<file path="config.mk">
export PLATFORM = sky130hd
export DESIGN_NAME = adaptive_backlight_pwm
export DESIGN_NICKNAME = d
export VERILOG_FILES = /design/src/design/adaptive_backlight_pwm_pkg.sv /design/src/design/pwm_wave_gen.sv /design/src/design/adaptive_backlight_pwm.sv
export VERILOG_INCLUDE_DIRS = /design/src /design/src/design
export SDC_FILE = /design/constraint.sdc
export NUM_CORES = 1
export LEC_CHECK = 0
export BUFFER_PORTS_ARGS = -buffer_cell sky130_fd_sc_hd__buf_4
export CAP_MARGIN = 20
export CORE_MARGIN = 1
export CORE_UTILIZATION = 58
export CTS_BUF_LIST = sky130_fd_sc_hd__clkbuf_16
export DETAILED_ROUTE_END_ITERATION = 10
export PLACE_DENSITY = 0.75
export SYNTH_ARGS = -nofsm -noshare
export SYNTH_HDL_FRONTEND = slang
export SYNTH_SLANG_ARGS = --single-unit
</file>
<file path="constraint.sdc">
create_clock -name clk_sys_i -period 16.23 [get_ports clk_sys_i]
set_input_delay 4.869 -clock clk_sys_i [delete_from_list [all_inputs] [get_ports clk_sys_i]]
set_output_delay 4.869 -clock clk_sys_i [all_outputs]
set_load 0.02 [all_outputs]
</file>
<file path="src/design/adaptive_backlight_pwm_regs.svh">
// Register offsets, field positions, reset values and timing counts of the backlight block.
`ifndef ADAPTIVE_BACKLIGHT_PWM_REGS_SVH
`define ADAPTIVE_BACKLIGHT_PWM_REGS_SVH
`define ABL_ADDR_W 8
`define ABL_OFF_BRIGHT 8'h51
`define ABL_OFF_BRIGHT_RD 8'h52
`define ABL_OFF_CTRL 8'h53
`define ABL_OFF_CTRL_RD 8'h54
`define ABL_OFF_MODE 8'h55
`define ABL_OFF_MODE_RD 8'h56
`define ABL_OFF_MINFLOOR 8'h5E
`define ABL_OFF_MINFLOOR_RD 8'h5F
`define ABL_OFF_FORCE 8'hC0
`define ABL_OFF_FORCE_DUTY 8'hC1
`define ABL_OFF_STEPS 8'hC2
`define ABL_OFF_TIMING 8'hC3
`define ABL_OFF_PWMCFG 8'hC4
`define ABL_OFF_PWM_DIVIDER 8'hC5
`define ABL_OFF_PWMCNT 8'hC6
`define ABL_OFF_OFFSET 8'hC7
`define ABL_OFF_UI0 8'hC8
`define ABL_OFF_UI3 8'hCB
`define ABL_OFF_ADAPT 8'hCC
`define ABL_OFF_STATUS 8'hCD
`define ABL_CTRL_BACKLIGHT_CTRL_ENABLE_BIT 5
`define ABL_CTRL_DD_BIT 3
`define ABL_CTRL_BL_BIT 2
`define ABL_PWMCFG_POL_BIT 2
`define ABL_FULL_SCALE 8'hFF
`define ABL_ZERO 8'h00
`define ABL_RST_BYTE 8'h00
`define ABL_RST_PWM_DIVIDER 8'h01
`define ABL_RST_STEPS 9'h000
`define ABL_RST_TIMING 8'h11
`define ABL_PWM_BASE 9'h100
`define ABL_DIV_OSC10 4'd10
`define ABL_DIV_OSC5 4'd5
`define ABL_DIV_OSC2 4'd2
`define ABL_DIV_OSC1 4'd1
`endif

</file>
<file path="src/design/adaptive_backlight_pwm_pkg.sv">
// Types shared by the backlight block.
package adaptive_backlight_pwm_pkg;
  typedef enum logic [1:0] {
    MODE_OFF,
    MODE_UI,
    MODE_STILL,
    MODE_MOVING
  } adaptive_mode_t;
  typedef enum logic {
    DIM_IDLE,
    DIM_RAMP
  } dim_state_t;
endpackage

</file>
<file path="src/design/pwm_wave_gen.sv">
// PWM waveform generator on a divided oscillator tick.
`timescale 1ns/1ps
`include "adaptive_backlight_pwm_regs.svh"
module pwm_wave_gen (
  input wire logic clk_sys_i,
  input wire logic rst_b_i,
  input wire logic [1:0] clock_select_i,
  input wire logic [7:0] divider_i,
  input wire logic [7:0] duty_count_i,
  input wire logic [7:0] duty_i,
  output logic pwm_o
);
  logic [3:0] pre_r;
  logic [7:0] div_r;
  logic [8:0] cnt_r;
  logic tick;
  logic div_tick;
  logic [3:0] pre_max;
  logic [8:0] period_max;
  logic [8:0] high_len;

  // The counter clock is the oscillator divided by 10, 5, 2 or 1.
  always_comb begin
    case (clock_select_i)
      2'b00: pre_max = `ABL_DIV_OSC10 - 4'd1;
      2'b01: pre_max = `ABL_DIV_OSC5 - 4'd1;
      2'b10: pre_max = `ABL_DIV_OSC2 - 4'd1;
      default: pre_max = `ABL_DIV_OSC1 - 4'd1;
    endcase
  end

  assign tick = (pre_r >= pre_max);
  assign div_tick = tick && (div_r + 8'd1 >= divider_i);
  assign period_max = `ABL_PWM_BASE + {1'b0, duty_count_i} - 9'd1;
  assign high_len = {1'b0, duty_i} + {8'h00, duty_i != 8'h00};

  always_ff @(posedge clk_sys_i or negedge rst_b_i) begin
    if (!rst_b_i) begin
      pre_r <= 4'd0;
    end else if (tick) begin
      pre_r <= 4'd0;
    end else begin
      pre_r <= pre_r + 4'd1;
    end
  end

  // Each period counts (256 + count) steps of divider ticks.
  always_ff @(posedge clk_sys_i or negedge rst_b_i) begin
    if (!rst_b_i) begin
      div_r <= 8'd0;
      cnt_r <= 9'd0;
    end else if (tick) begin
      if (div_tick) begin
        div_r <= 8'd0;
        cnt_r <= (cnt_r >= period_max) ? 9'd0 : cnt_r + 9'd1;
      end else begin
        div_r <= div_r + 8'd1;
      end
    end
  end

  always_ff @(posedge clk_sys_i or negedge rst_b_i) begin
    if (!rst_b_i) begin
      pwm_o <= 1'b0;
    end else begin
      pwm_o <= (cnt_r < high_len);
    end
  end
endmodule

</file>
<file path="src/design/adaptive_backlight_pwm.sv">
// Adaptive backlight duty combiner, dimming engine and register port.
// How it works
// - Duty equals manual ratio times adaptive ratio.
// - Gate off holds polarity; on gives PWM.
// - Enable cleared ramps off; readback becomes zero.
// - Off mode without forcing uses full scale.
// - Other modes multiply manual by adaptive ratio.
// - Write brightness at 51h; 52h reads actual duty.
// - Target never falls below minimum floor, except when enable cleared or sleep-in forces it to zero.
// - Force enable replaces adaptive ratio with constant.
// - Sleep-in: flag zero, adaptive off, backlight off.
// - Dimming enable selects ramped or immediate changes.
// - Step count per mode; rise/fall timing.
// - Timing is frames per step; counts are steps.
// - Clock select divides oscillator by 10,5,2,1.
// - Period is (256+count) times divider; offset compensates.
// - Mode field written with command 55h.
// - UI mode uses four preferred level registers.
// - Still mode ratio follows image content.
// - Brightness, control and mode writes take effect at next frame start.
`timescale 1ns/1ps
`include "adaptive_backlight_pwm_regs.svh"
module adaptive_backlight_pwm (
  input wire logic clk_sys_i,
  input wire logic rst_b_i,
  input wire logic [7:0] addr_i,
  input wire logic [7:0] wdata_i,
  input wire logic wr_i,
  input wire logic rd_i,
  output logic [7:0] rdata_o,
  input wire logic frame_start_i,
  input wire logic sleep_out_i,
  input wire logic [7:0] content_ratio_i,
  output logic backlight_pwm_out_o,
  output logic sleep_out_flag_o
);
  // Shadow registers written by software; ui_sel_r is latched from content at frame start.
  logic [7:0] brightness_value_r;
  logic [7:0] ctrl_r;
  logic [7:0] mode_r;
  logic [7:0] min_duty_floor_r;
  logic force_duty_enable_r;
  logic [7:0] forced_duty_value_r;
  logic [8:0] steps_r;
  logic [7:0] timing_r;
  logic [7:0] pwmcfg_r;
  logic [7:0] pwm_divider_r;
  logic [7:0] pwm_count_r;
  logic [4:0] offset_r;
  logic [7:0] ui_preferred_level_r [0:3];
  logic [1:0] ui_sel_r;
  // Frame-synchronised copies that steer the logic.
  logic [7:0] act_bright_r;
  logic act_backlight_ctrl_enable_r;
  logic act_dd_r;
  logic act_gate_r;
  adaptive_backlight_pwm_pkg::adaptive_mode_t act_mode_r;
  // Synchronised pins.
  logic frame_m_r;
  logic frame_s_r;
  logic frame_d_r;
  logic sleep_m_r;
  logic sleep_s_r;
  logic [7:0] content_m_r;
  logic [7:0] content_s_r;
  // Dimming engine.
  adaptive_backlight_pwm_pkg::dim_state_t dim_state_r;
  logic [7:0] duty_r;
  logic [7:0] step_size_r;
  logic [3:0] frame_cnt_r;
  logic [7:0] duty_out_r;
  logic frame_tick;
  logic [7:0] adaptive_ratio;
  logic [7:0] manual_ratio;
  logic [7:0] target;
  logic [2:0] mode_steps;
  logic [3:0] fpstep;
  logic rising;

  function automatic logic [7:0] mul_ratio(input logic [7:0] a, input logic [7:0] b);
    logic [15:0] p;
    p = a * b + {8'h00, a};
    return p[15:8];
  endfunction

  function automatic logic [7:0] sat_add(input logic [7:0] a, input logic [4:0] b);
    logic [8:0] s;
    s = {1'b0, a} + {4'h0, b};
    return s[8] ? `ABL_FULL_SCALE : s[7:0];
  endfunction

  assign frame_tick = frame_s_r && !frame_d_r;

  always_ff @(posedge clk_sys_i or negedge rst_b_i) begin
    if (!rst_b_i) begin
      frame_m_r <= 1'b0;
      frame_s_r <= 1'b0;
      frame_d_r <= 1'b0;
      sleep_m_r <= 1'b0;
      sleep_s_r <= 1'b0;
      content_m_r <= `ABL_FULL_SCALE;
      content_s_r <= `ABL_FULL_SCALE;
    end else begin
      frame_m_r <= frame_start_i;
      frame_s_r <= frame_m_r;
      frame_d_r <= frame_s_r;
      sleep_m_r <= sleep_out_i;
      sleep_s_r <= sleep_m_r;
      content_m_r <= content_ratio_i;
      content_s_r <= content_m_r;
    end
  end

  // Software writes into the shadow registers.
  always_ff @(posedge clk_sys_i or negedge rst_b_i) begin
    if (!rst_b_i) begin
      brightness_value_r <= `ABL_RST_BYTE;
      ctrl_r <= `ABL_RST_BYTE;
      mode_r <= `ABL_RST_BYTE;
      min_duty_floor_r <= `ABL_RST_BYTE;
      force_duty_enable_r <= 1'b0;
      forced_duty_value_r <= `ABL_RST_BYTE;
      steps_r <= `ABL_RST_STEPS;
      timing_r <= `ABL_RST_TIMING;
      pwmcfg_r <= `ABL_RST_BYTE;
      pwm_divider_r <= `ABL_RST_PWM_DIVIDER;
      pwm_count_r <= `ABL_RST_BYTE;
      offset_r <= 5'd0;
      for (int i = 0; i < 4; i++) begin
        ui_preferred_level_r[i] <= `ABL_FULL_SCALE;
      end
    end else if (wr_i) begin
      if (addr_i == `ABL_OFF_BRIGHT) begin
        brightness_value_r <= wdata_i;
      end else if (addr_i == `ABL_OFF_CTRL) begin
        ctrl_r <= wdata_i;
      end else if (addr_i == `ABL_OFF_MODE) begin
        mode_r <= wdata_i;
      end else if (addr_i == `ABL_OFF_MINFLOOR) begin
        min_duty_floor_r <= wdata_i;
      end else if (addr_i == `ABL_OFF_FORCE) begin
        force_duty_enable_r <= wdata_i[0];
      end else if (addr_i == `ABL_OFF_FORCE_DUTY) begin
        forced_duty_value_r <= wdata_i;
      end else if (addr_i == `ABL_OFF_STEPS) begin
        steps_r <= {wdata_i[0], wdata_i};
      end else if (addr_i == `ABL_OFF_TIMING) begin
        timing_r <= wdata_i;
      end else if (addr_i == `ABL_OFF_PWMCFG) begin
        pwmcfg_r <= wdata_i;
      end else if (addr_i == `ABL_OFF_PWM_DIVIDER) begin
        pwm_divider_r <= wdata_i;
      end else if (addr_i == `ABL_OFF_PWMCNT) begin
        pwm_count_r <= wdata_i;
      end else if (addr_i == `ABL_OFF_OFFSET) begin
        offset_r <= wdata_i[4:0];
      end else if (addr_i >= `ABL_OFF_UI0 && addr_i <= `ABL_OFF_UI3) begin
        ui_preferred_level_r[addr_i[1:0]] <= wdata_i;
      end
    end
  end

  // Shadow values become active at the next frame start.
  always_ff @(posedge clk_sys_i or negedge rst_b_i) begin
    if (!rst_b_i) begin
      act_bright_r <= `ABL_RST_BYTE;
      act_backlight_ctrl_enable_r <= 1'b0;
      act_dd_r <= 1'b0;
      act_gate_r <= 1'b0;
      act_mode_r <= adaptive_backlight_pwm_pkg::MODE_OFF;
      ui_sel_r <= 2'd0;
    end else if (frame_tick) begin
      act_bright_r <= brightness_value_r;
      act_backlight_ctrl_enable_r <= ctrl_r[`ABL_CTRL_BACKLIGHT_CTRL_ENABLE_BIT];
      act_dd_r <= ctrl_r[`ABL_CTRL_DD_BIT];
      act_gate_r <= ctrl_r[`ABL_CTRL_BL_BIT];
      act_mode_r <= adaptive_backlight_pwm_pkg::adaptive_mode_t'(mode_r[1:0]);
      ui_sel_r <= content_s_r[7:6];
    end
  end

  // Adaptive ratio selection per mode.
  always_comb begin
    adaptive_ratio = `ABL_FULL_SCALE;
    if (!sleep_s_r) begin
      adaptive_ratio = `ABL_FULL_SCALE;
    end else if (force_duty_enable_r) begin
      adaptive_ratio = forced_duty_value_r;
    end else begin
      case (act_mode_r)
        adaptive_backlight_pwm_pkg::MODE_UI: adaptive_ratio = ui_preferred_level_r[ui_sel_r];
        adaptive_backlight_pwm_pkg::MODE_STILL: adaptive_ratio = content_s_r;
        adaptive_backlight_pwm_pkg::MODE_MOVING: adaptive_ratio = content_s_r;
        default: adaptive_ratio = `ABL_FULL_SCALE;
      endcase
    end
  end

  always_comb begin
    manual_ratio = act_bright_r;
    target = mul_ratio(manual_ratio, adaptive_ratio);
    if (target < min_duty_floor_r) begin
      target = min_duty_floor_r;
    end
    if (!act_backlight_ctrl_enable_r || !sleep_s_r) begin
      target = `ABL_ZERO;
    end
  end

  // Step count chosen by mode; timing chosen by direction.
  always_comb begin
    case (act_mode_r)
      adaptive_backlight_pwm_pkg::MODE_OFF: mode_steps = steps_r[2:0];
      adaptive_backlight_pwm_pkg::MODE_MOVING: mode_steps = steps_r[8:6];
      default: mode_steps = steps_r[5:3];
    endcase
    rising = (target > duty_r);
    fpstep = rising ? timing_r[3:0] : timing_r[7:4];
  end

  // Dimming engine walks the duty linearly toward the target.
  always_ff @(posedge clk_sys_i or negedge rst_b_i) begin
    if (!rst_b_i) begin
      dim_state_r <= adaptive_backlight_pwm_pkg::DIM_IDLE;
      duty_r <= `ABL_ZERO;
      step_size_r <= 8'd1;
      frame_cnt_r <= 4'd0;
    end else if (!act_dd_r || (!sleep_s_r && act_mode_r != adaptive_backlight_pwm_pkg::MODE_OFF)) begin
      dim_state_r <= adaptive_backlight_pwm_pkg::DIM_IDLE;
      duty_r <= target;
      frame_cnt_r <= 4'd0;
    end else begin
      case (dim_state_r)
        adaptive_backlight_pwm_pkg::DIM_IDLE: begin
          if (target != duty_r) begin
            dim_state_r <= adaptive_backlight_pwm_pkg::DIM_RAMP;
            frame_cnt_r <= 4'd0;
            if (rising) begin
              step_size_r <= ramp_step(target - duty_r, mode_steps);
            end else begin
              step_size_r <= ramp_step(duty_r - target, mode_steps);
            end
          end
        end
        default: begin
          if (target == duty_r) begin
            dim_state_r <= adaptive_backlight_pwm_pkg::DIM_IDLE;
          end else if (frame_tick) begin
            if (frame_cnt_r + 4'd1 >= fpstep) begin
              frame_cnt_r <= 4'd0;
              if (rising) begin
                duty_r <= (target - duty_r <= step_size_r) ? target : duty_r + step_size_r;
              end else begin
                duty_r <= (duty_r - target <= step_size_r) ? target : duty_r - step_size_r;
              end
            end else begin
              frame_cnt_r <= frame_cnt_r + 4'd1;
            end
          end
        end
      endcase
    end
  end

  function automatic logic [7:0] ramp_step(input logic [7:0] delta, input logic [2:0] steps);
    logic [7:0] q;
    q = (steps == 3'd0) ? delta : delta / {5'd0, steps};
    return (q == 8'd0) ? 8'd1 : q;
  endfunction

  always_ff @(posedge clk_sys_i or negedge rst_b_i) begin
    if (!rst_b_i) begin
      duty_out_r <= `ABL_ZERO;
    end else if (duty_r == `ABL_ZERO) begin
      duty_out_r <= `ABL_ZERO;
    end else begin
      duty_out_r <= sat_add(duty_r, offset_r);
    end
  end

  logic pwm_raw;

  pwm_wave_gen u_wave (
    .clk_sys_i(clk_sys_i),
    .rst_b_i(rst_b_i),
    .clock_select_i(pwmcfg_r[1:0]),
    .divider_i(pwm_divider_r),
    .duty_count_i(pwm_count_r),
    .duty_i(duty_out_r),
    .pwm_o(pwm_raw)
  );

  always_ff @(posedge clk_sys_i or negedge rst_b_i) begin
    if (!rst_b_i) begin
      backlight_pwm_out_o <= 1'b0;
      sleep_out_flag_o <= 1'b0;
    end else begin
      backlight_pwm_out_o <= act_gate_r ? (pwm_raw ^ pwmcfg_r[`ABL_PWMCFG_POL_BIT])
                                        : pwmcfg_r[`ABL_PWMCFG_POL_BIT];
      sleep_out_flag_o <= sleep_s_r;
    end
  end

  // Read port: data one cycle after the strobe, zero otherwise.
  always_ff @(posedge clk_sys_i or negedge rst_b_i) begin
    if (!rst_b_i) begin
      rdata_o <= `ABL_ZERO;
    end else if (!rd_i) begin
      rdata_o <= `ABL_ZERO;
    end else if (addr_i == `ABL_OFF_BRIGHT_RD) begin
      rdata_o <= duty_r;
    end else if (addr_i == `ABL_OFF_CTRL_RD) begin
      rdata_o <= ctrl_r;
    end else if (addr_i == `ABL_OFF_MODE_RD) begin
      rdata_o <= mode_r;
    end else if (addr_i == `ABL_OFF_MINFLOOR_RD) begin
      rdata_o <= min_duty_floor_r;
    end else if (addr_i == `ABL_OFF_FORCE) begin
      rdata_o <= {7'd0, force_duty_enable_r};
    end else if (addr_i == `ABL_OFF_FORCE_DUTY) begin
      rdata_o <= forced_duty_value_r;
    end else if (addr_i == `ABL_OFF_TIMING) begin
      rdata_o <= timing_r;
    end else if (addr_i == `ABL_OFF_PWMCFG) begin
      rdata_o <= pwmcfg_r;
    end else if (addr_i == `ABL_OFF_PWM_DIVIDER) begin
      rdata_o <= pwm_divider_r;
    end else if (addr_i == `ABL_OFF_ADAPT) begin
      rdata_o <= adaptive_ratio;
    end else if (addr_i == `ABL_OFF_STATUS) begin
      rdata_o <= {6'd0, dim_state_r == adaptive_backlight_pwm_pkg::DIM_RAMP, sleep_s_r};
    end else begin
      rdata_o <= `ABL_ZERO;
    end
  end
endmodule

</file>
==> impl_metrics.py, run 1 <==
metrics = {
    "outcome": {
        "status": "finished with violations",
        "violations": "setup timing",
    },
    "placement": {
        "pre_cts_ws_ns": -1.09,
        "gp_congestion": 0.978,
        "portBuffers": 39,
        "hpwl_um": 36300,
    },
    "synth": {
        "synth_nets": 2062,
        "synth_mux_area_frac": 0.102,
        "yosys_warnings": 0,
        "synth_top_family_by_area": "adder cells",
        "synth_cell_types": 92,
        "async_flop_share": 1.00,
        "yosysSeqAreaShare": 0.315,
        "ys_ff_latch": 215,
        "synth_edf_count": 0,
        "synth-adder-area-share": 0.182,
        "synth_top_flop_cell": "dfrtp_1",
        "avgSynthCellArea_um2": 9.56,
        "netlist_instances": 1809,
        "netlist_area_mm2": 0.0173,
        "synth_compound_area_frac": 0.172,
        "synthXorXnorAreaFrac": 0.0299,
        "synth-simple-area-share": 0.153,
    },
    "floorplan": {
        "dieArea_mm2": 0.0305,
        "boundaryPins": 40,
        "start_util": 0.596,
        "fp.coreArea_mm2": 0.0290,
        "rows": 62,
        "die_h_um": 175,
        "die_w_um": 175,
    },
    "global_route": {
        "antenna_found_initial": 0,
        "grt_pass1_wl_um": 78800,
        "grt_max_degree": 89,
        "grt.total_usage": 0.321,
        "overflow": 0,
        "grt_pass1_vias": 15200,
    },
    "timing": {
        "drv_slew": 0,
        "slew_headroom": 0.273,
        "min_period_ns": 17.05,
        "hold_violations": 0,
        "worst_slew_pin_slew_ns": 1.08,
        "fmax_ghz": 0.0586,
        "finalSetupViolCount": 1,
        "layout_worst_path_cycle_share": 1.05,
        "rsz0062_at_grt": "true",
        "skew_ns": 0.0358,
        "setup_ws_ns": -0.824,
        "hold_ws_ns": 0.351,
    },
    "finish": {
        "drive_gt1_frac": 0.319,
        "final_nets": 2339,
        "syn_to_final_growth_pct": 24.2,
        "largest_register_ffs": 32,
        "top_regs": "ui_preferred_level_r x32, u_wave.cnt_r x9",
        "antenna_cells": 0,
        "top_register": "ui_preferred_level_r",
    },
    "routing": {
        "highest_layer": "met4",
        "m1WireLength_um": 21100,
        "finalWirelength_um": 49500,
        "vias": 15300,
        "drc": 0,
        "first_iter_violations": 1324,
        "wl_per_cell_um": 19.9,
        "drtPass1Iterations": 6,
        "via_per_inst": 6.13,
        "wl_met2_um": 23500,
        "route.antenna.remaining_nets": 0,
        "dr_wl_met3_um": 3580,
    },
    "critical_path": {
        "cpPeakStageDelay_ns": 0.56,
        "r2r_start": "ui_sel_r[0]$_DFFE_PN0P_",
        "crit_arrival_ns": 17.51,
        "critical_path_peak_fanout": 7,
        "cp-end-kind": "flip-flop",
        "cpMaxStageDelayCell": "fa_1",
        "startpoint": "ui_sel_r[0]$_DFFE_PN0P_",
        "crit_top_cell": "ha_1",
        "cp-start-kind": "flip-flop",
        "crit_type": "flip-flop to flip-flop",
        "critPathRequiredTime_ns": 16.68,
    },
    "clock_tree": {
        "cts-buffers-inserted": 24,
        "clk_path_buf_depth": 3,
        "root_buffer": "clkbuf_16",
        "clk_pin_slew_worst_paths_ns": 0.06,
        "htree_num_levels": 1,
        "cts_tree": "built",
        "clk_latency_ns": 0.54,
        "clock-sinks": 215,
    },
    "min_path": {
        "hp-start": "sleep_m_r$_DFF_PN0_",
        "min_path_type": "flip-flop to flip-flop",
    },
    "run": {
        "maxCapViolCount": 0,
    },
}
worst paths after layout:
path	endpoint	slack (ns)	cells after the start
max	step_size_r[0]$_DFFE_PN1P_	-0.82	88
max in group asynchronous	steps_r[4]$_DFFE_PN0P_	10.02	4
min in group asynchronous	u_wave.pre_r[2]$_DFF_PN0_	4.29	1
min reg2reg	sleep_s_r$_DFF_PN0_	0.35	0
max reg2reg	step_size_r[0]$_DFFE_PN1P_	-0.82	88
min	sleep_s_r$_DFF_PN0_	0.35	0
repair_timing:
item                       in CTS  in global routing
pin swaps                      48                 70
setup buffers                  34                 28
setup endpoints to repair       2                  2
resized for setup              33                 78
hold buffers                    0                  0
synth_stat cells (24+ instances only):
master / instances / area, um^2
nor2_1: 108 / 405
nor3_1: 26 / 130
dfstp_2: 52 / 1370
nand3_1: 31 / 155
nand2b_1: 39 / 244
a21oi_1: 84 / 420
inv_1: 145 / 544
nor2b_1: 26 / 163
xnor2_1: 27 / 236
xor2_1: 32 / 280
ha_1: 175 / 2190
mux2_2: 116 / 1310
o21a_1: 27 / 203
fa_1: 48 / 961
and2_1: 52 / 325
mux2i_1: 24 / 240
o21ai_0: 114 / 571
dfrtp_1: 163 / 4080
a21o_1: 41 / 308
clkbuf_1: 44 / 165
nand2_1: 148 / 556
per-stage QoR:
step                       util  TNS [ns]  std cells  area [um^2]
final                     0.741    -0.824       2488        21500
after global routing      0.741     -1.98       2488        21500
after CTS                 0.719    -0.289       2458        20900
after detailed placement  0.677     -1.15       2380        19600
after global placement    0.677    -0.792       2379        19600
after floorplan               -   -0.0582       1809        17600
metal layers:
metal,up-vias,GRT usage
met2,578,0.533
met5,-,0
met4,0,0.0967
li1,7037,-
met1,7528,0.436
met3,115,0.0463
cell type report:
class	count	area (um^2)
fill	2012	7530
multi-input combinational	1393	11800
tap	384	480
clock inverter	20	198
sequential	215	5450
inverter	146	551
clock buffer	24	601
timing repair buffer	306	2370
kinds of logic (layout without fill, tap and decap cells):
group / after synthesis / after routing
simple gates: 519 / 519
compound gates: 441 / 441
fa+ha+maj: 223 / 223
flops: 215 / 215
buf+inv: 201 / 496
mux: 151 / 151
xor+xnor: 59 / 59
cells in the final DEF, fill, tap and decap left out, types with 43 or more instances in the layout:
cell type	Yosys	layout
o21ai_0	114	102
dfrtp_1	163	163
nand2_1	148	144
and2_1	52	43
mux2_2	116	115
ha_1	175	150
inv_1	145	142
a21oi_1	84	72
dfstp_2	52	52
nor2_1	108	100
fa_1	48	47
buf_4	3	291
worst max-delay path, delay by kind of cell (launching register included):
family | cells | cell delay (ns)
AO/OA/AOI/OAI | 37 | 5.81
adder cells (fa/ha/maj) | 15 | 4.83
AND/OR/NAND/NOR | 22 | 3.42
multiplexers | 4 | 1.27
buffers and inverters | 9 | 1.04
flip-flops | 1 | 0.42
XOR/XNOR | 1 | 0.17
Power of run 1 is not shown: default switching activity piles up to over one toggle a cycle in this logic, so the estimate is an artifact.
==> run 2: changes to the inputs <==
Settings changed: ABC_AREA set to 1.
==> run 2 against run 1 <==
The run now ends clean. Register-to-register slack improved by 1.5 ns. Critical path depth rose by 22. Sequential cell count unchanged. Final area down 8.2%. Wire length shrank 5.0%. Die area grew 0.21%. Hold slack gained 0.0031 ns. First-iteration DRC count fell by 15%. Setup slack better by 1.5 ns. Global-route usage is 1.6 points lower. Non-clock buffer count fell by 186. Critical endpoint unchanged.
==> impl_metrics.py, run 2 <==
metrics = {
    "synth": {
        "synth_area_leader_cell": "dfrtp_1",
        "avgSynthCellArea_um2": 7.67,
        "netlist_instances": 2259,
        "synth_commonest_cells": "nand2_1 (463), inv_1 (357), o21ai_0 (197)",
        "synth_top_area_share": 0.235,
        "yosysSeqAreaShare": 0.314,
        "yosysMostFrequentCell": "nand2_1",
        "synth_nets": 2512,
        "async_flop_share": 1.00,
        "yosys_warnings": 0,
        "synth_edf_count": 0,
        "ys_ff_latch": 215,
        "synth_top_flop_cell": "dfrtp_1",
        "synth_cell_types": 60,
        "netlist_area_mm2": 0.0173,
        "synth.area.top_cells": "dfrtp_1 (24%), ha_1 (13%), nand2_1 (10%)",
    },
    "global_route": {
        "grt.total_usage": 0.305,
        "grt_pass1_vias": 15100,
        "antenna_found_initial": 0,
        "grt_max_degree": 80,
        "grt_pass1_wl_um": 74700,
        "overflow": 0,
    },
    "routing": {
        "first_iter_violations": 1122,
        "route.antenna.remaining_nets": 0,
        "finalWirelength_um": 47100,
        "drtPass1Iterations": 5,
        "via_per_inst": 5.66,
        "drc": 0,
        "vias": 15600,
        "wl_per_cell_um": 17.1,
    },
    "min_path": {
        "hp-start": "content_m_r[5]$_DFF_PN1_",
        "min_path_type": "flip-flop to flip-flop",
        "min_path_cells": 0,
    },
    "finish": {
        "multi_input_area_mm2": 0.0107,
        "nFillCells": 2429,
        "top_regs": "ui_preferred_level_r x32, u_wave.cnt_r x9",
        "layout_commonest_cell": "nand2_1",
        "syn_to_final_growth_pct": 13.9,
        "final_cell_mix": "nand2_1 (450), inv_1 (351), o21ai_0 (182), dfrtp_1 (159), ha_1 (157)",
        "antenna_cells": 0,
        "final_nets": 2603,
        "drive_gt1_frac": 0.158,
        "register_area_mm2": 0.00545,
        "top_register": "ui_preferred_level_r",
        "largest_register_ffs": 32,
    },
    "critical_path": {
        "critical_path_peak_fanout": 7,
        "startpoint": "ui_sel_r[0]$_DFFE_PN0P_",
        "cp-start-kind": "flip-flop",
        "cpMaxStageDelayCell": "fa_1",
        "r2r_start": "ui_sel_r[0]$_DFFE_PN0P_",
        "critPathRequiredTime_ns": 16.68,
        "cp-end-kind": "flip-flop",
        "crit_arrival_ns": 15.98,
        "crit_top_cell": "nand2_1",
        "crit_type": "flip-flop to flip-flop",
        "cpPeakStageDelay_ns": 0.55,
        "r2r.worst_path.cells": 110,
    },
    "clock_tree": {
        "clk_path_buf_depth": 3,
        "hold_buffers": 0,
        "root_buffer": "clkbuf_16",
        "clk_latency_ns": 0.54,
        "htree_num_levels": 1,
        "cts_tree": "built",
        "clk_pin_slew_worst_paths_ns": 0.06,
        "clock-sinks": 215,
        "cts-buffers-inserted": 23,
    },
    "timing": {
        "hold_ws_ns": 0.354,
        "finalSetupViolCount": 0,
        "fmax_ghz": 0.0644,
        "min_period_ns": 15.52,
        "drv_slew": 0,
        "hold_violations": 0,
        "fin_setup_tns_ns": 0,
        "worst_slew_pin_slew_ns": 0.977,
        "slew_headroom": 0.348,
        "skew_ns": 0.0297,
        "layout_worst_path_cycle_share": 0.956,
    },
    "floorplan": {
        "die_w_um": 175,
        "boundaryPins": 40,
        "dieArea_mm2": 0.0306,
        "rows": 62,
        "die_h_um": 175,
        "fp.coreArea_mm2": 0.0290,
        "start_util": 0.597,
    },
    "placement": {
        "gp_congestion": 0.986,
        "portBuffers": 39,
        "hpwl_um": 34900,
    },
    "outcome": {
        "status": "complete, no violations",
    },
    "run": {
        "maxCapViolCount": 0,
    },
}
==> run 2: changes by cell type after synthesis, sizes merged, moves of 89 or more <==
cell / previous run / this run
nand2: 148 / 487
inv: 146 / 368
mux2: 118 / 0
nand3: 32 / 130
o21ai: 121 / 210
==> run 2: final timing paths <==
check,to,slack [ns]
setup / recovery,step_size_r[0]$_DFFE_PN1P_,0.71
min in group asynchronous,u_wave.div_r[3]$_DFFE_PN0P_,4.24
hold / removal,content_s_r[5]$_DFF_PN1_,0.35
max in group asynchronous,ui_sel_r[0]$_DFFE_PN0P_,10.57
hold reg to reg,content_s_r[5]$_DFF_PN1_,0.35
setup reg to reg,step_size_r[0]$_DFFE_PN1P_,0.71
==> run 2: cells by family (layout without fill, tap and decap cells) <==
group,after synthesis,count (layout),share of synthesized area
AOI/OAI and AO/OA,455,455,0.150
buffers and inverters,427,535,0.0952
muxes,1,1,0.000578
xor gates and xnor gates,69,69,0.0349
adders and majority gates,223,223,0.182
DFF,215,215,0.314
and+or+nand+nor,869,869,0.223
==> run 2: what timing repair did <==
item                       in CTS  in global routing
buffers inserted                2                 41
setup endpoints to repair       1                  2
pin swaps                       1                 67
gates resized for setup         8                125
==> run 2: through the flow <==
step           instance area, um^2  worst slack (ns)  utilization  instances
2_1_floorplan                17300             0.184            -       2259
3_3_place_gp                 18100             0.173        0.625       2664
3_5_place_dp                 18100            -0.282        0.625       2664
4_1_cts                      18900            0.0156        0.653       2708
5_1_grt                      19700            -0.304        0.680       2751
6_report                     19700             0.707        0.680       2751
==> run 2: area by class of cell <==
type / instances / area share
clock buffer: 23 / 0.0292
inverter: 373 / 0.0713
tap: 384 / 0.0243
clock inverter: 19 / 0.00881
timing repair buffer: 120 / 0.0472
sequential: 215 / 0.276
multi-input combinational: 1617 / 0.543
==> run 2: critical path, delay by kind of cell, from the launching register on <==
kind	cells	cell delay [ns]
compound gates	21	2.78
xor+xnor	1	0.22
flops	1	0.46
buf+inv	21	2.07
fa+ha+maj	15	4.81
simple gates	52	5.02
==> run 2: routing by layer <==
| layer | wire (um) | global-route usage | vias to the layer above |
|---|---|---|---|
| li1 | - | - | 7544 |
| met1 | 20400 | 0.407 | 7456 |
| met2 | 22200 | 0.509 | 465 |
| met3 | 2930 | 0.0407 | 104 |
| met4 | 1510 | 0.108 | 0 |
| met5 | 0 | 0 | - |
Power of run 2 is left out for the same reason.
==> run 3: changes to the inputs <==
Settings changed: CORE_UTILIZATION 58 to 60, CTS_BUF_LIST sky130_fd_sc_hd__clkbuf_16 to sky130_fd_sc_hd__clkbuf_2, PLACE_DENSITY 0.75 to 0.77.
==> run 3 against run 2 <==
Utilization is 1.7 points higher. Cell count is 2.0% higher. Fmax is 1.2% lower. Count of clock-buffer cells in the layout is 57 higher. Die area is 3.3% lower. First-iteration DRC count is 23% higher. Sequential cell count stayed put. Final area is 0.75% lower. Critical path type unchanged. Highest routed layer unchanged.
==> impl_metrics.py, run 3 (synthesis results as in run 2) <==
metrics = {
    "critical_path": {
        "crit_top_cell": "nand2_2",
        "cpMaxStageDelayCell": "fa_1",
        "critical_path_peak_fanout": 8,
        "cpPeakStageDelay_ns": 0.54,
        "cp-end-kind": "flip-flop",
        "crit_arrival_ns": 16.43,
        "crit_type": "flip-flop to flip-flop",
        "critPathRequiredTime_ns": 16.95,
        "cp-start-kind": "flip-flop",
    },
    "clock_tree": {
        "cts_tree": "built",
        "clk_pin_slew_worst_paths_ns": 0.10,
        "root_buffer": "clkbuf_2",
        "clk_path_buf_depth": 3,
        "hold_buffers": 0,
        "cts-buffers-inserted": 55,
        "htree_num_levels": 2,
        "clk_latency_ns": 0.89,
        "clock-sinks": 215,
    },
    "floorplan": {
        "die_w_um": 172,
        "start_util": 0.617,
        "fp.coreArea_mm2": 0.0281,
        "die_h_um": 172,
        "boundaryPins": 40,
        "dieArea_mm2": 0.0296,
        "rows": 61,
    },
    "global_route": {
        "grt_pass1_vias": 15400,
        "met1_usage": 0.412,
        "grt.total_usage": 0.317,
        "overflow": 0,
        "grt_use_met3": 0.0442,
        "antenna_found_initial": 1,
        "grt_max_degree": 132,
        "grt_pass1_wl_um": 74100,
        "grtUsageMet2": 0.535,
        "grt_busiest_layer": "met2",
    },
    "min_path": {
        "min_path_type": "flip-flop to flip-flop",
    },
    "routing": {
        "wl_per_cell_um": 16.9,
        "vias": 16100,
        "via_per_inst": 5.75,
        "first_iter_violations": 1379,
        "drc": 0,
        "drtPass1Iterations": 6,
        "finalWirelength_um": 47400,
        "route.antenna.remaining_nets": 0,
    },
    "finish": {
        "layout_commonest_cell": "nand2_1",
        "postLayoutCoreUtil": 0.697,
        "drive_gt1_frac": 0.182,
        "final_nets": 2640,
        "top_regs": "ui_preferred_level_r x32, u_wave.cnt_r x9",
        "final_cell_mix": "nand2_1 (442), inv_1 (344), o21ai_0 (182), ha_1 (161), dfrtp_1 (161)",
        "syn_to_final_growth_pct": 13.0,
        "largest_register_ffs": 32,
        "top_register": "ui_preferred_level_r",
    },
    "timing": {
        "slew_headroom": 0.106,
        "drv_slew": 0,
        "worst_slew_pin_slew_ns": 1.34,
        "min_period_ns": 15.71,
        "hold_violations": 0,
        "fmax_ghz": 0.0636,
        "finalSetupViolCount": 0,
        "layout_worst_path_cycle_share": 0.968,
        "fin_setup_tns_ns": 0,
        "skew_ns": 0.113,
    },
    "placement": {
        "hpwl_um": 34600,
        "portBuffers": 39,
        "gp_congestion": 1.03,
    },
    "outcome": {
        "status": "complete, no violations",
    },
    "run": {
        "maxCapViolCount": 0,
    },
}
## run 3: changes by cell type in the layout (fill, tap and decap cells not counted), moves of 3 or more
cell	delta
a21oi_1	-4
a21oi_2	+3
buf_4	+5
clkbuf_16	-23
clkbuf_2	+81
clkinv_1	+11
ha_1	+4
ha_4	-4
inv_1	-7
inv_2	-3
nand2_1	-8
nand2_2	+7
## run 3: worst max-delay path: cells and delay by family, from the launching register on
| family | cells | cell delay [ns] |
|---|---|---|
| XOR/XNOR | 1 | 0.19 |
| buffers and inverters | 20 | 1.76 |
| AO/OA/AOI/OAI | 22 | 3.13 |
| flip-flops | 1 | 0.44 |
| adder cells (fa/ha/maj) | 15 | 4.88 |
| AND/OR/NAND/NOR | 54 | 5.18 |
## run 3: path summary, 6_finish.rpt
| kind | cells past startpoint | endpoint | slack, ns | from |
|---|---|---|---|---|
| setup / recovery | 112 | step_size_r[0]$_DFFE_PN1P_ | 0.52 | ui_sel_r[0]$_DFFE_PN0P_ |
| hold / removal | 0 | sleep_s_r$_DFF_PN0_ | 0.35 | sleep_m_r$_DFF_PN0_ |
| setup reg to reg | 112 | step_size_r[0]$_DFFE_PN1P_ | 0.52 | ui_sel_r[0]$_DFFE_PN0P_ |
| hold reg to reg | 0 | sleep_s_r$_DFF_PN0_ | 0.35 | sleep_m_r$_DFF_PN0_ |
| max in group asynchronous | 3 | content_s_r[0]$_DFF_PN1_ | 10.73 | rst_b_i |
| min in group asynchronous | 1 | act_bright_r[3]$_DFFE_PN0P_ | 4.08 | rst_b_i |
## run 3: cell type report
type,count,area (um^2)
diodes,1,2.50
clock buffers,80,400
clock inverters,17,126
fillers,2316,8500
inverters,373,1410
multi-input cells,1617,10700
flip-flops and latches,215,5450
well taps,378,473
repair buffers,125,985
## run 3: stage by stage
stage | hold WS, ns | setup WS, ns | cell area (um^2) | instances
after floorplan | 0.331 | 0.184 | 17300 | 2259
after global placement | 0.332 | 0.164 | 18100 | 2656
after detailed placement | 0.336 | -0.580 | 18100 | 2656
after CTS | 0.357 | 0.0165 | 18700 | 2759
after global routing | 0.366 | -0.412 | 19600 | 2806
final | 0.353 | 0.516 | 19600 | 2806
## run 3: repair_timing
action,in CTS,in global routing
pin swaps,4,58
gates resized for setup,17,117
setup buffers,6,43
cloned,0,1
setup endpoints to repair,1,2
## run 3: metal layers
metal	vias to the layer above	routed length, um
met5	-	0
met4	0	1500
met3	128	3490
met2	690	22700
met1	7647	19800
li1	7659	-
Power of run 3 is left out for the same reason.
